`src/hdl/lpm_consts.vh`:
```
// lpm_consts.vh: constants for the low power mode controller
// assumes inclusion by bare name from hdl/
`ifndef LPM_CONSTS_VH
`define LPM_CONSTS_VH
// register indices (byte address = index * 4)
`define LPM_REG_MODE_CTRL 4'h0
`define LPM_REG_STOP_CTRL 4'h1
`define LPM_REG_STATUS 4'h2
`define LPM_REG_WAKE_STATUS 4'h3
`define LPM_REG_IO_LATCH 4'h4
// run mode select encodings
`define LPM_RUN_MODE_SELECT_RUN 2'h0
`define LPM_RUN_MODE_SELECT_VERY_LOW_POWER_RUN 2'h2
`define LPM_RUN_MODE_SELECT_HIGH_SPEED_RUN 2'h3
// stop mode select encodings
`define LPM_STOPM_NORMAL 3'h0
`define LPM_STOPM_VERY_LOW_POWER_STOP 3'h2
`define LPM_STOPM_LLS 3'h3
`define LPM_STOPM_VLLS 3'h4
// low leakage sub-modes
`define LPM_SUB_PARTIAL 2'h2
`define LPM_SUB_FULL 2'h3
// clock generator modes
`define LPM_CG_FEI 3'h0
`define LPM_CG_PEE 3'h4
`define LPM_CG_PBE 3'h5
// reset source status bits
`define LPM_SRS_WAKEUP 0
`define LPM_SRS_NMI_WAKE 1
// power modes
`define LPM_M_RUN 4'h0
`define LPM_M_VERY_LOW_POWER_RUN 4'h1
`define LPM_M_WAIT 4'h2
`define LPM_M_VERY_LOW_POWER_WAIT 4'h3
`define LPM_M_STOP 4'h4
`define LPM_M_VERY_LOW_POWER_STOP 4'h5
`define LPM_M_LLS 4'h6
`define LPM_M_VLLS 4'h7
`define LPM_M_HIGH_SPEED_RUN 4'h8
`endif

```
`src/hdl/lpm_controller.v`:
```
// lpm_controller.v: system power mode sequencer with register port
// assumes core sleep/deepsleep/wake inputs on clk; pin-class wake inputs asynchronous
//
// The implementer's own choices: the placing of the registers and the strobed register port.
`timescale 1ns/1ps
`default_nettype none
`include "lpm_consts.vh"

module lpm_controller (
   input wire clk,
   input wire arst_n,
   input wire [3:0] reg_addr,
   input wire [31:0] reg_wdata,
   input wire reg_wr,
   input wire reg_rd,
   output reg [31:0] reg_rdata,
   input wire boot_low_power,
   input wire sleep_req,
   input wire deep_sleep_req,
   input wire irq_pending,
   input wire debug_active,
   input wire wake_unit_event,
   input wire nmi_wake,
   input wire ext_32k_present,
   input wire [2:0] cg_mode_in,
   input wire flash_prog_req,
   input wire cg_change_req,
   output reg [3:0] power_mode,
   output wire core_clk_en,
   output wire sys_clk_en,
   output wire periph_clk_en,
   output wire intc_en,
   output wire wake_ctrl_en,
   output wire lvd_en,
   output wire loop_en,
   output wire loop_out_en,
   output wire irc_en,
   output wire ext_ref_en,
   output wire lpo_en,
   output wire rtc_en,
   output wire sram_full_ret,
   output wire sram_part_ret,
   output wire io_hold,
   output reg [2:0] cg_mode_restore,
   output reg cg_restore_stb,
   output reg reset_flow_req,
   output reg resume_after_entry,
   output wire flash_prog_grant,
   output wire cg_change_grant
);
   reg [3:0] mode_r;
   reg [1:0] run_sel_r;
   reg [2:0] stop_sel_r;
   reg [1:0] sub_sel_r;
   reg loop_keep_r;
   reg irc_keep_r;
   reg ext_keep_r;
   reg por_keep_r;
   reg very_low_power_run_irq_exit_r;
   reg [2:0] cg_saved_r;
   reg [1:0] srs_r;
   reg io_latch_r;
   reg boot_done_r;
   reg wu_s1_r, wu_s2_r;
   reg nmi_s1_r, nmi_s2_r;
   reg rtc_s1_r, rtc_s2_r;
   reg [3:0] mode_nxt;
   wire wr_mode = reg_wr && reg_addr == `LPM_REG_MODE_CTRL;
   wire wr_stop = reg_wr && reg_addr == `LPM_REG_STOP_CTRL;
   wire wr_srs = reg_wr && reg_addr == `LPM_REG_WAKE_STATUS;
   wire wr_iso = reg_wr && reg_addr == `LPM_REG_IO_LATCH && reg_wdata[0];
   wire in_very_low_power_run = mode_r == `LPM_M_VERY_LOW_POWER_RUN;
   wire in_run = mode_r == `LPM_M_RUN;
   wire is_lls = mode_r == `LPM_M_LLS;
   wire is_vlls = mode_r == `LPM_M_VLLS;
   wire stop_cls = mode_r == `LPM_M_STOP || mode_r == `LPM_M_VERY_LOW_POWER_STOP || is_lls || is_vlls;
   wire wait_cls = mode_r == `LPM_M_WAIT || mode_r == `LPM_M_VERY_LOW_POWER_WAIT;
   wire very_low_leakage_stop_zero = is_vlls && sub_sel_r == 2'h0;
   wire very_low_leakage_stop_two = is_vlls && sub_sel_r == `LPM_SUB_PARTIAL;
   // stop target follows the stop select field; very_low_power_run forbids normal stop
   reg [3:0] stop_tgt;
   always @* begin
      case (stop_sel_r)
         `LPM_STOPM_VERY_LOW_POWER_STOP: stop_tgt = `LPM_M_VERY_LOW_POWER_STOP;
         `LPM_STOPM_LLS: stop_tgt = `LPM_M_LLS;
         `LPM_STOPM_VLLS: stop_tgt = `LPM_M_VLLS;
         default: stop_tgt = `LPM_M_STOP;
      endcase
   end

   always @* begin
      mode_nxt = mode_r;
      case (mode_r)
         `LPM_M_RUN: begin
            if (deep_sleep_req) begin
               mode_nxt = stop_tgt;
            end else if (sleep_req) begin
               mode_nxt = `LPM_M_WAIT;
            end else if (wr_mode && reg_wdata[1:0] == `LPM_RUN_MODE_SELECT_VERY_LOW_POWER_RUN) begin
               mode_nxt = `LPM_M_VERY_LOW_POWER_RUN;
            end else if (wr_mode && reg_wdata[1:0] == `LPM_RUN_MODE_SELECT_HIGH_SPEED_RUN) begin
               mode_nxt = `LPM_M_HIGH_SPEED_RUN;
            end
         end
         `LPM_M_VERY_LOW_POWER_RUN: begin
            if (deep_sleep_req) begin
               if (stop_tgt != `LPM_M_STOP) begin
                  mode_nxt = stop_tgt;
               end
            end else if (sleep_req) begin
               mode_nxt = `LPM_M_VERY_LOW_POWER_WAIT;
            end else if (wr_mode && reg_wdata[1:0] == `LPM_RUN_MODE_SELECT_RUN) begin
               mode_nxt = `LPM_M_RUN;
            end else if (very_low_power_run_irq_exit_r && irq_pending) begin
               mode_nxt = `LPM_M_RUN;
            end
         end
         `LPM_M_HIGH_SPEED_RUN: begin
            // sleep requests simply ignored here
            if (wr_mode && reg_wdata[1:0] == `LPM_RUN_MODE_SELECT_RUN) begin
               mode_nxt = `LPM_M_RUN;
            end
         end
         `LPM_M_WAIT: begin
            if (irq_pending) begin
               mode_nxt = `LPM_M_RUN;
            end
         end
         `LPM_M_VERY_LOW_POWER_WAIT: begin
            if (irq_pending) begin
               mode_nxt = `LPM_M_VERY_LOW_POWER_RUN;
            end
         end
         `LPM_M_STOP, `LPM_M_VERY_LOW_POWER_STOP: begin
            if (irq_pending) begin
               mode_nxt = run_sel_r == `LPM_RUN_MODE_SELECT_VERY_LOW_POWER_RUN ? `LPM_M_VERY_LOW_POWER_RUN : `LPM_M_RUN;
            end
         end
         `LPM_M_LLS: begin
            if (wu_s2_r) begin
               mode_nxt = run_sel_r == `LPM_RUN_MODE_SELECT_VERY_LOW_POWER_RUN ? `LPM_M_VERY_LOW_POWER_RUN : `LPM_M_RUN;
            end
         end
         `LPM_M_VLLS: begin
            if (wu_s2_r || nmi_s2_r) begin
               mode_nxt = `LPM_M_RUN;
            end
         end
         default: mode_nxt = `LPM_M_RUN;
      endcase
   end

   always @(posedge clk or negedge arst_n) begin
      if (!arst_n) begin
         mode_r <= `LPM_M_RUN;
         boot_done_r <= 1'b0;
         run_sel_r <= `LPM_RUN_MODE_SELECT_RUN;
         stop_sel_r <= `LPM_STOPM_NORMAL;
         sub_sel_r <= 2'h0;
         loop_keep_r <= 1'b0;
         irc_keep_r <= 1'b0;
         ext_keep_r <= 1'b0;
         por_keep_r <= 1'b0;
         very_low_power_run_irq_exit_r <= 1'b0;
         cg_saved_r <= `LPM_CG_FEI;
         srs_r <= 2'h0;
         io_latch_r <= 1'b0;
         cg_mode_restore <= `LPM_CG_FEI;
         cg_restore_stb <= 1'b0;
         reset_flow_req <= 1'b0;
         resume_after_entry <= 1'b0;
         wu_s1_r <= 1'b0;
         wu_s2_r <= 1'b0;
         nmi_s1_r <= 1'b0;
         nmi_s2_r <= 1'b0;
         rtc_s1_r <= 1'b0;
         rtc_s2_r <= 1'b0;
      end else begin
         wu_s1_r <= wake_unit_event;
         wu_s2_r <= wu_s1_r;
         nmi_s1_r <= nmi_wake;
         nmi_s2_r <= nmi_s1_r;
         rtc_s1_r <= ext_32k_present;
         rtc_s2_r <= rtc_s1_r;
         boot_done_r <= 1'b1;
         cg_restore_stb <= 1'b0;
         reset_flow_req <= 1'b0;
         resume_after_entry <= 1'b0;
         if (!boot_done_r && boot_low_power) begin
            mode_r <= `LPM_M_VERY_LOW_POWER_RUN;
            run_sel_r <= `LPM_RUN_MODE_SELECT_VERY_LOW_POWER_RUN;
         end else begin
            mode_r <= mode_nxt;
            if (mode_nxt == `LPM_M_VERY_LOW_POWER_RUN || mode_nxt == `LPM_M_RUN || mode_nxt == `LPM_M_HIGH_SPEED_RUN) begin
               // a reset-flow exit comes back in plain run, so the select follows it
               if (mode_nxt != mode_r && (!wait_cls && !stop_cls || is_vlls)) begin
                  run_sel_r <= mode_nxt == `LPM_M_VERY_LOW_POWER_RUN ? `LPM_RUN_MODE_SELECT_VERY_LOW_POWER_RUN :
                               mode_nxt == `LPM_M_HIGH_SPEED_RUN ? `LPM_RUN_MODE_SELECT_HIGH_SPEED_RUN : `LPM_RUN_MODE_SELECT_RUN;
               end
            end
         end
         if (wr_mode) begin
            very_low_power_run_irq_exit_r <= reg_wdata[4];
         end
         // clock generator mode is sampled on every exit from run, very_low_power_run or high_speed_run, and frozen while wait or stop is active
         if ((in_run || in_very_low_power_run || mode_r == `LPM_M_HIGH_SPEED_RUN) && mode_nxt != mode_r) begin
            cg_saved_r <= cg_mode_in;
         end
         if ((wait_cls || stop_cls) && mode_nxt != mode_r) begin
            if (is_vlls) begin
               cg_mode_restore <= `LPM_CG_FEI;
               reset_flow_req <= ~(very_low_leakage_stop_two && nmi_s2_r);
               io_latch_r <= 1'b1;
            end else if (stop_cls && cg_saved_r == `LPM_CG_PEE && !loop_keep_r) begin
               cg_mode_restore <= `LPM_CG_PBE;
            end else begin
               cg_mode_restore <= cg_saved_r;
            end
            cg_restore_stb <= 1'b1;
            resume_after_entry <= is_lls;
         end
         // wake sets win over a same-cycle software clear
         srs_r <= (wr_srs ? srs_r & ~reg_wdata[1:0] : srs_r) |
                  {((is_vlls && very_low_leakage_stop_two) || is_vlls) && nmi_s2_r && very_low_leakage_stop_two,
                   (is_lls && wu_s2_r) || (is_vlls && (wu_s2_r || nmi_s2_r))};
         if (wr_iso && !(is_vlls && mode_nxt != mode_r)) begin
            io_latch_r <= 1'b0;
         end
         if (wr_stop && (in_run || in_very_low_power_run)) begin
            stop_sel_r <= reg_wdata[2:0];
            sub_sel_r <= reg_wdata[5:4];
            loop_keep_r <= reg_wdata[8];
            irc_keep_r <= reg_wdata[9];
            ext_keep_r <= reg_wdata[10];
            por_keep_r <= reg_wdata[11];
         end
      end
   end

   always @(posedge clk or negedge arst_n) begin
      if (!arst_n) begin
         power_mode <= `LPM_M_RUN;
      end else begin
         power_mode <= mode_r;
      end
   end

   // debug keeps system clocks alive, costing current in stop
   wire gate_dbg = (mode_r == `LPM_M_STOP || mode_r == `LPM_M_VERY_LOW_POWER_STOP) && debug_active;
   assign core_clk_en = !(wait_cls || stop_cls);
   assign periph_clk_en = !stop_cls || gate_dbg;
   assign sys_clk_en = !stop_cls || gate_dbg;
   assign intc_en = !stop_cls;
   assign wake_ctrl_en = mode_r == `LPM_M_STOP || mode_r == `LPM_M_VERY_LOW_POWER_STOP;
   assign lvd_en = mode_r != `LPM_M_VERY_LOW_POWER_STOP && !is_lls && !is_vlls;
   assign loop_en = !stop_cls && !wait_cls ? 1'b1 : mode_r == `LPM_M_STOP ? loop_keep_r : mode_r == `LPM_M_WAIT;
   assign loop_out_en = !stop_cls;
   assign irc_en = !stop_cls || ((mode_r == `LPM_M_STOP || mode_r == `LPM_M_VERY_LOW_POWER_STOP) && irc_keep_r);
   assign ext_ref_en = !stop_cls && mode_r != `LPM_M_VERY_LOW_POWER_WAIT ? 1'b1 :
                       very_low_leakage_stop_zero ? 1'b0 : ext_keep_r;
   assign lpo_en = !very_low_leakage_stop_zero || por_keep_r;
   assign rtc_en = !very_low_leakage_stop_zero || rtc_s2_r;
   assign sram_full_ret = !is_vlls && !(is_lls && sub_sel_r == `LPM_SUB_PARTIAL) ||
                          (is_vlls && sub_sel_r == `LPM_SUB_FULL);
   assign sram_part_ret = (is_lls && sub_sel_r == `LPM_SUB_PARTIAL) || very_low_leakage_stop_two;
   assign io_hold = stop_cls || io_latch_r;
   assign flash_prog_grant = flash_prog_req && in_run;
   assign cg_change_grant = cg_change_req && !in_very_low_power_run && !wait_cls && !stop_cls;
   // interrupt priority after reset belongs to the interrupt controller
   // clock limits are software's to keep

   always @(posedge clk or negedge arst_n) begin
      if (!arst_n) begin
         reg_rdata <= 32'h0;
      end else if (reg_rd) begin
         case (reg_addr)
            `LPM_REG_MODE_CTRL: reg_rdata <= {27'h0, very_low_power_run_irq_exit_r, 2'h0, run_sel_r};
            `LPM_REG_STOP_CTRL: reg_rdata <= {20'h0, por_keep_r, ext_keep_r, irc_keep_r, loop_keep_r,
                                              2'h0, sub_sel_r, 1'b0, stop_sel_r};
            `LPM_REG_STATUS: reg_rdata <= {25'h0, cg_saved_r, mode_r};
            `LPM_REG_WAKE_STATUS: reg_rdata <= {30'h0, srs_r};
            `LPM_REG_IO_LATCH: reg_rdata <= {31'h0, io_latch_r};
            default: reg_rdata <= 32'h0;
         endcase
      end else begin
         reg_rdata <= 32'h0;
      end
   end
endmodule
`default_nettype wire

```
`config.mk`:
```
export PLATFORM = sky130hd
export DESIGN_NAME = lpm_controller
export DESIGN_NICKNAME = d
export VERILOG_FILES = /design/src/hdl/lpm_controller.v
export VERILOG_INCLUDE_DIRS = /design/src /design/src/hdl
export SDC_FILE = /design/constraint.sdc
export NUM_CORES = 1
export LEC_CHECK = 0
export CAP_MARGIN = 40
export CORE_MARGIN = 10
export CORE_UTILIZATION = 55
export CTS_BUF_LIST = sky130_fd_sc_hd__clkbuf_16
export DETAILED_ROUTE_END_ITERATION = 12
export DONT_BUFFER_PORTS = 1
export GPL_TIMING_DRIVEN = 0
export PLACE_DENSITY = 0.71
export RECOVER_POWER = 100
export SLEW_MARGIN = 25
export SYNTH_ARGS = -nofsm -noshare
export SYNTH_HDL_FRONTEND = slang
export SYNTH_SLANG_ARGS = --single-unit
```
`constraint.sdc`:
```
create_clock -name clk -period 2.6 [get_ports clk]
set_clock_uncertainty 0.2 [all_clocks]
set_input_delay 0.78 -clock clk [delete_from_list [all_inputs] [get_ports clk]]
set_output_delay 0.78 -clock clk [all_outputs]
set_load 0.01 [all_outputs]
```
==> results.cfg <==
[outcome]
violations = negative setup slack
status = finished with violations

[cts]
cts_buffers = 5
cts_sinks = 50
root_buffer = clkbuf_16
ctsLongestPathBuffers = 2
cts_tree = built
clock_latency_ps = 290
htreeDepth = 2
cts.clk_slew.worst_paths_ps = 60

[die]
num_io_pins = 112
fp.dieH_um = 90.3
start_util_pct = 57.2
dieArea_mm2 = 0.00816
coreArea_mm2 = 0.00475
dieWidth_um = 90.3
rows = 25

[synthesis]
post_synth_inst_count = 259
yosysMostFrequentCell = dfrtp_1
synth-seq-cells = 50
synthesis.area_mm2 = 0.00272
synthArstFlopShare_pct = 100
seq_area_frac_synth_pct = 46.0
synthFlopType = dfrtp_1
yosys.cell_types.count = 64
synth_top_cell_by_area = dfrtp_1
synthTopCellsByCount = 50 x dfrtp_1, 23 x buf_4, 19 x nand2_1, 18 x nor2_1, 12 x and3_1
yosys-top-cells-area = dfrtp_1 46%, buf_4 6.3%, mux2_2 4.1%
syn_area_per_cell_um2 = 10.5
synth-warning-count = 0
netlist.area_leader.share_pct = 46.0
synth_edf_count = 0

[placement]
numPortBuffers = 0
dpl_cell_area_mm2 = 0.00288
gp_congestion = 0.955
dp_hpwl_mm = 5.35
place_inst = 346

[grt]
overflow = 0
grt_pass1_wl_mm = 11.5
grt_max_degree = 51
antenna_found_initial = 0
grt_pass1_vias = 2057
grt.total_usage_pct = 17.5

[worst_setup_path]
worstSetupStartpointType = register
max_stage_delay_ps = 590
critPathArrivalTime_ps = 1680
critPathBufInv = 0
criticalPathCategory = reg2out
crit_chain = nand4b_1, or4_4
r2r_end = cg_saved_r[2]
end_kind = output pin
cp_max_fo = 7
critPathTopFamily = simple AND/OR/NAND/NOR gates
ff2ff_path_depth = 7
required_ps = 1620
cpMaxStageDelayCell = or4_4
reg2reg_slack_ps = -30
r2r_start = mode_r[0]

[timing]
final.setup.tns_ps = -135
period_share_pct = 102
setup_viol = 5
hold_violations = 0
holdWs_ps = 153
period_minus_slack_ps = 2660
max-slew-margin-rel_pct = 17.6
max_freq_mhz = 376
fin_ws_ps = -62.7
worst_slew_pin_slew_ps = 1240
rsz0062_at_grt = yes
slew_violations = 0

[min_path]
holdPathStages = 0
hold_path_class = reg2reg
min_from = wu_s1_r
min_to = wu_s2_r

[power_and_ir_drop]
ir_drop_v = 0.000592
p_per_area_mw_per_mm2 = 1140
power.leakage_nw = 1.60
finalPower_mw = 3.88

[flow_run]
max-cap-violations = 0

[cells_and_area]
area_growth_pct = 24.6
drive_gt1_share_pct = 33.3
num-nets-final = 358
post-route-cell-area_mm2 = 0.00339
antenna_cells = 0
instances_no_fill = 373

[routing]
vias = 2079
viasPerCell = 5.57
ant_nets = 0
first_pass_iters = 4
drcViolationCount = 0
initialDrtViolationCount = 224
wl_mm = 7.29
wire_per_inst_um = 19.5
-- where the power goes --
part / switching (mW) / internal [mW]
logic: 0.973 / 1.01
registers: 0.257 / 0.999
clock network: 0.285 / 0.357
total: 1.51 / 2.37
-- cells in the final DEF (no fill, tap or decap), types with 5 or more instances in the layout --
cell type	Yosys	layout
mux2i_1	7	6
a21oi_1	6	5
buf_4	23	40
inv_1	10	9
nor2_1	18	16
and3_1	12	12
dfrtp_1	50	48
clkbuf_16	0	8
nor2b_1	9	8
nand2_1	19	18
conb_1	2	22
mux2_2	10	10
-- flip-flops by register name, summed over array words and instances, names as in the netlist, 2 cells and up --
register / count
power_mode: 4
cg_saved_r: 3
mode_r: 4
cg_mode_restore: 3
srs_r: 2
sub_sel_r: 2
reg_rdata: 11
stop_sel_r: 3
run_sel_r: 2
-- how the worst max path moves through the flow --
stage | from | to | slack, ps | cells past startpoint
final | mode_r[3] | lpo_en | -60 | 2
after global routing | mode_r[0] | cg_saved_r[2] | -100 | 7
after CTS | reg_addr[3] | cg_saved_r[1] | -40 | 6
after detailed placement | mode_r[2] | sys_clk_en | -490 | 6
after global placement | mode_r[2] | sys_clk_en | -450 | 6
after floorplan | reg_addr[3] | cg_mode_restore[0] | -140 | 6
-- layer usage --
metal / track usage (%) / share of wire [%]
met1: 22.0 / 41
met2: 27.7 / 48
met3: 6.32 / 9.1
met4: 4.77 / 1.4
met5: 0 / 0
-- area by class of cell --
type | count | area, µm²
Tap cell | 67 | 83.8
Clock buffer | 5 | 125
Clock inverter | 3 | 21.3
Sequential cell | 50 | 1250
Multi-Input combinational cell | 185 | 1390
Buffer | 34 | 338
Timing Repair Buffer | 19 | 140
Fill cell | 361 | 1360
Inverter | 10 | 41.3
-- per-stage QoR --
| stage | utilization (%) | setup slack, ps |
|---|---|---|
| final | 71.3 | -62.7 |
| after global routing | 71.3 | -96.1 |
| after CTS | 67.9 | -41.4 |
| after detailed placement | 60.6 | -488 |
| after global placement | 60.6 | -450 |
| after floorplan | - | -139 |
-- what timing repair did --
| item | CTS | global route |
|---|---|---|
| pin swaps | 3 | 10 |
| gates resized for setup | 38 | 17 |
| setup endpoints to repair | 25 | 17 |
| hold endpoints to repair | 50 | 0 |
| buffers inserted | 4 | 15 |
| hold buffers | 1 | 0 |
-- worst register-to-register path: stages, from the launching register on --
cell,delay [ps]
dfrtp_1,390
buf_6,150
a21o_1,190
mux2i_2,210
a21oi_2,80
or4_4,600
o31ai_4,340
mux2_1,350
-- logic make-up after synthesis --
logic type / count (synthesis) / share of synthesized area [%]
simple gates: 94 / 20.4
flops: 50 / 46.0
compound gates: 46 / 13.9
buf+inv: 44 / 9.66
mux: 22 / 9.47
other cells: 2 / 0.276
xor+xnor: 1 / 0.322
Power figures use the tool's default switching activity.
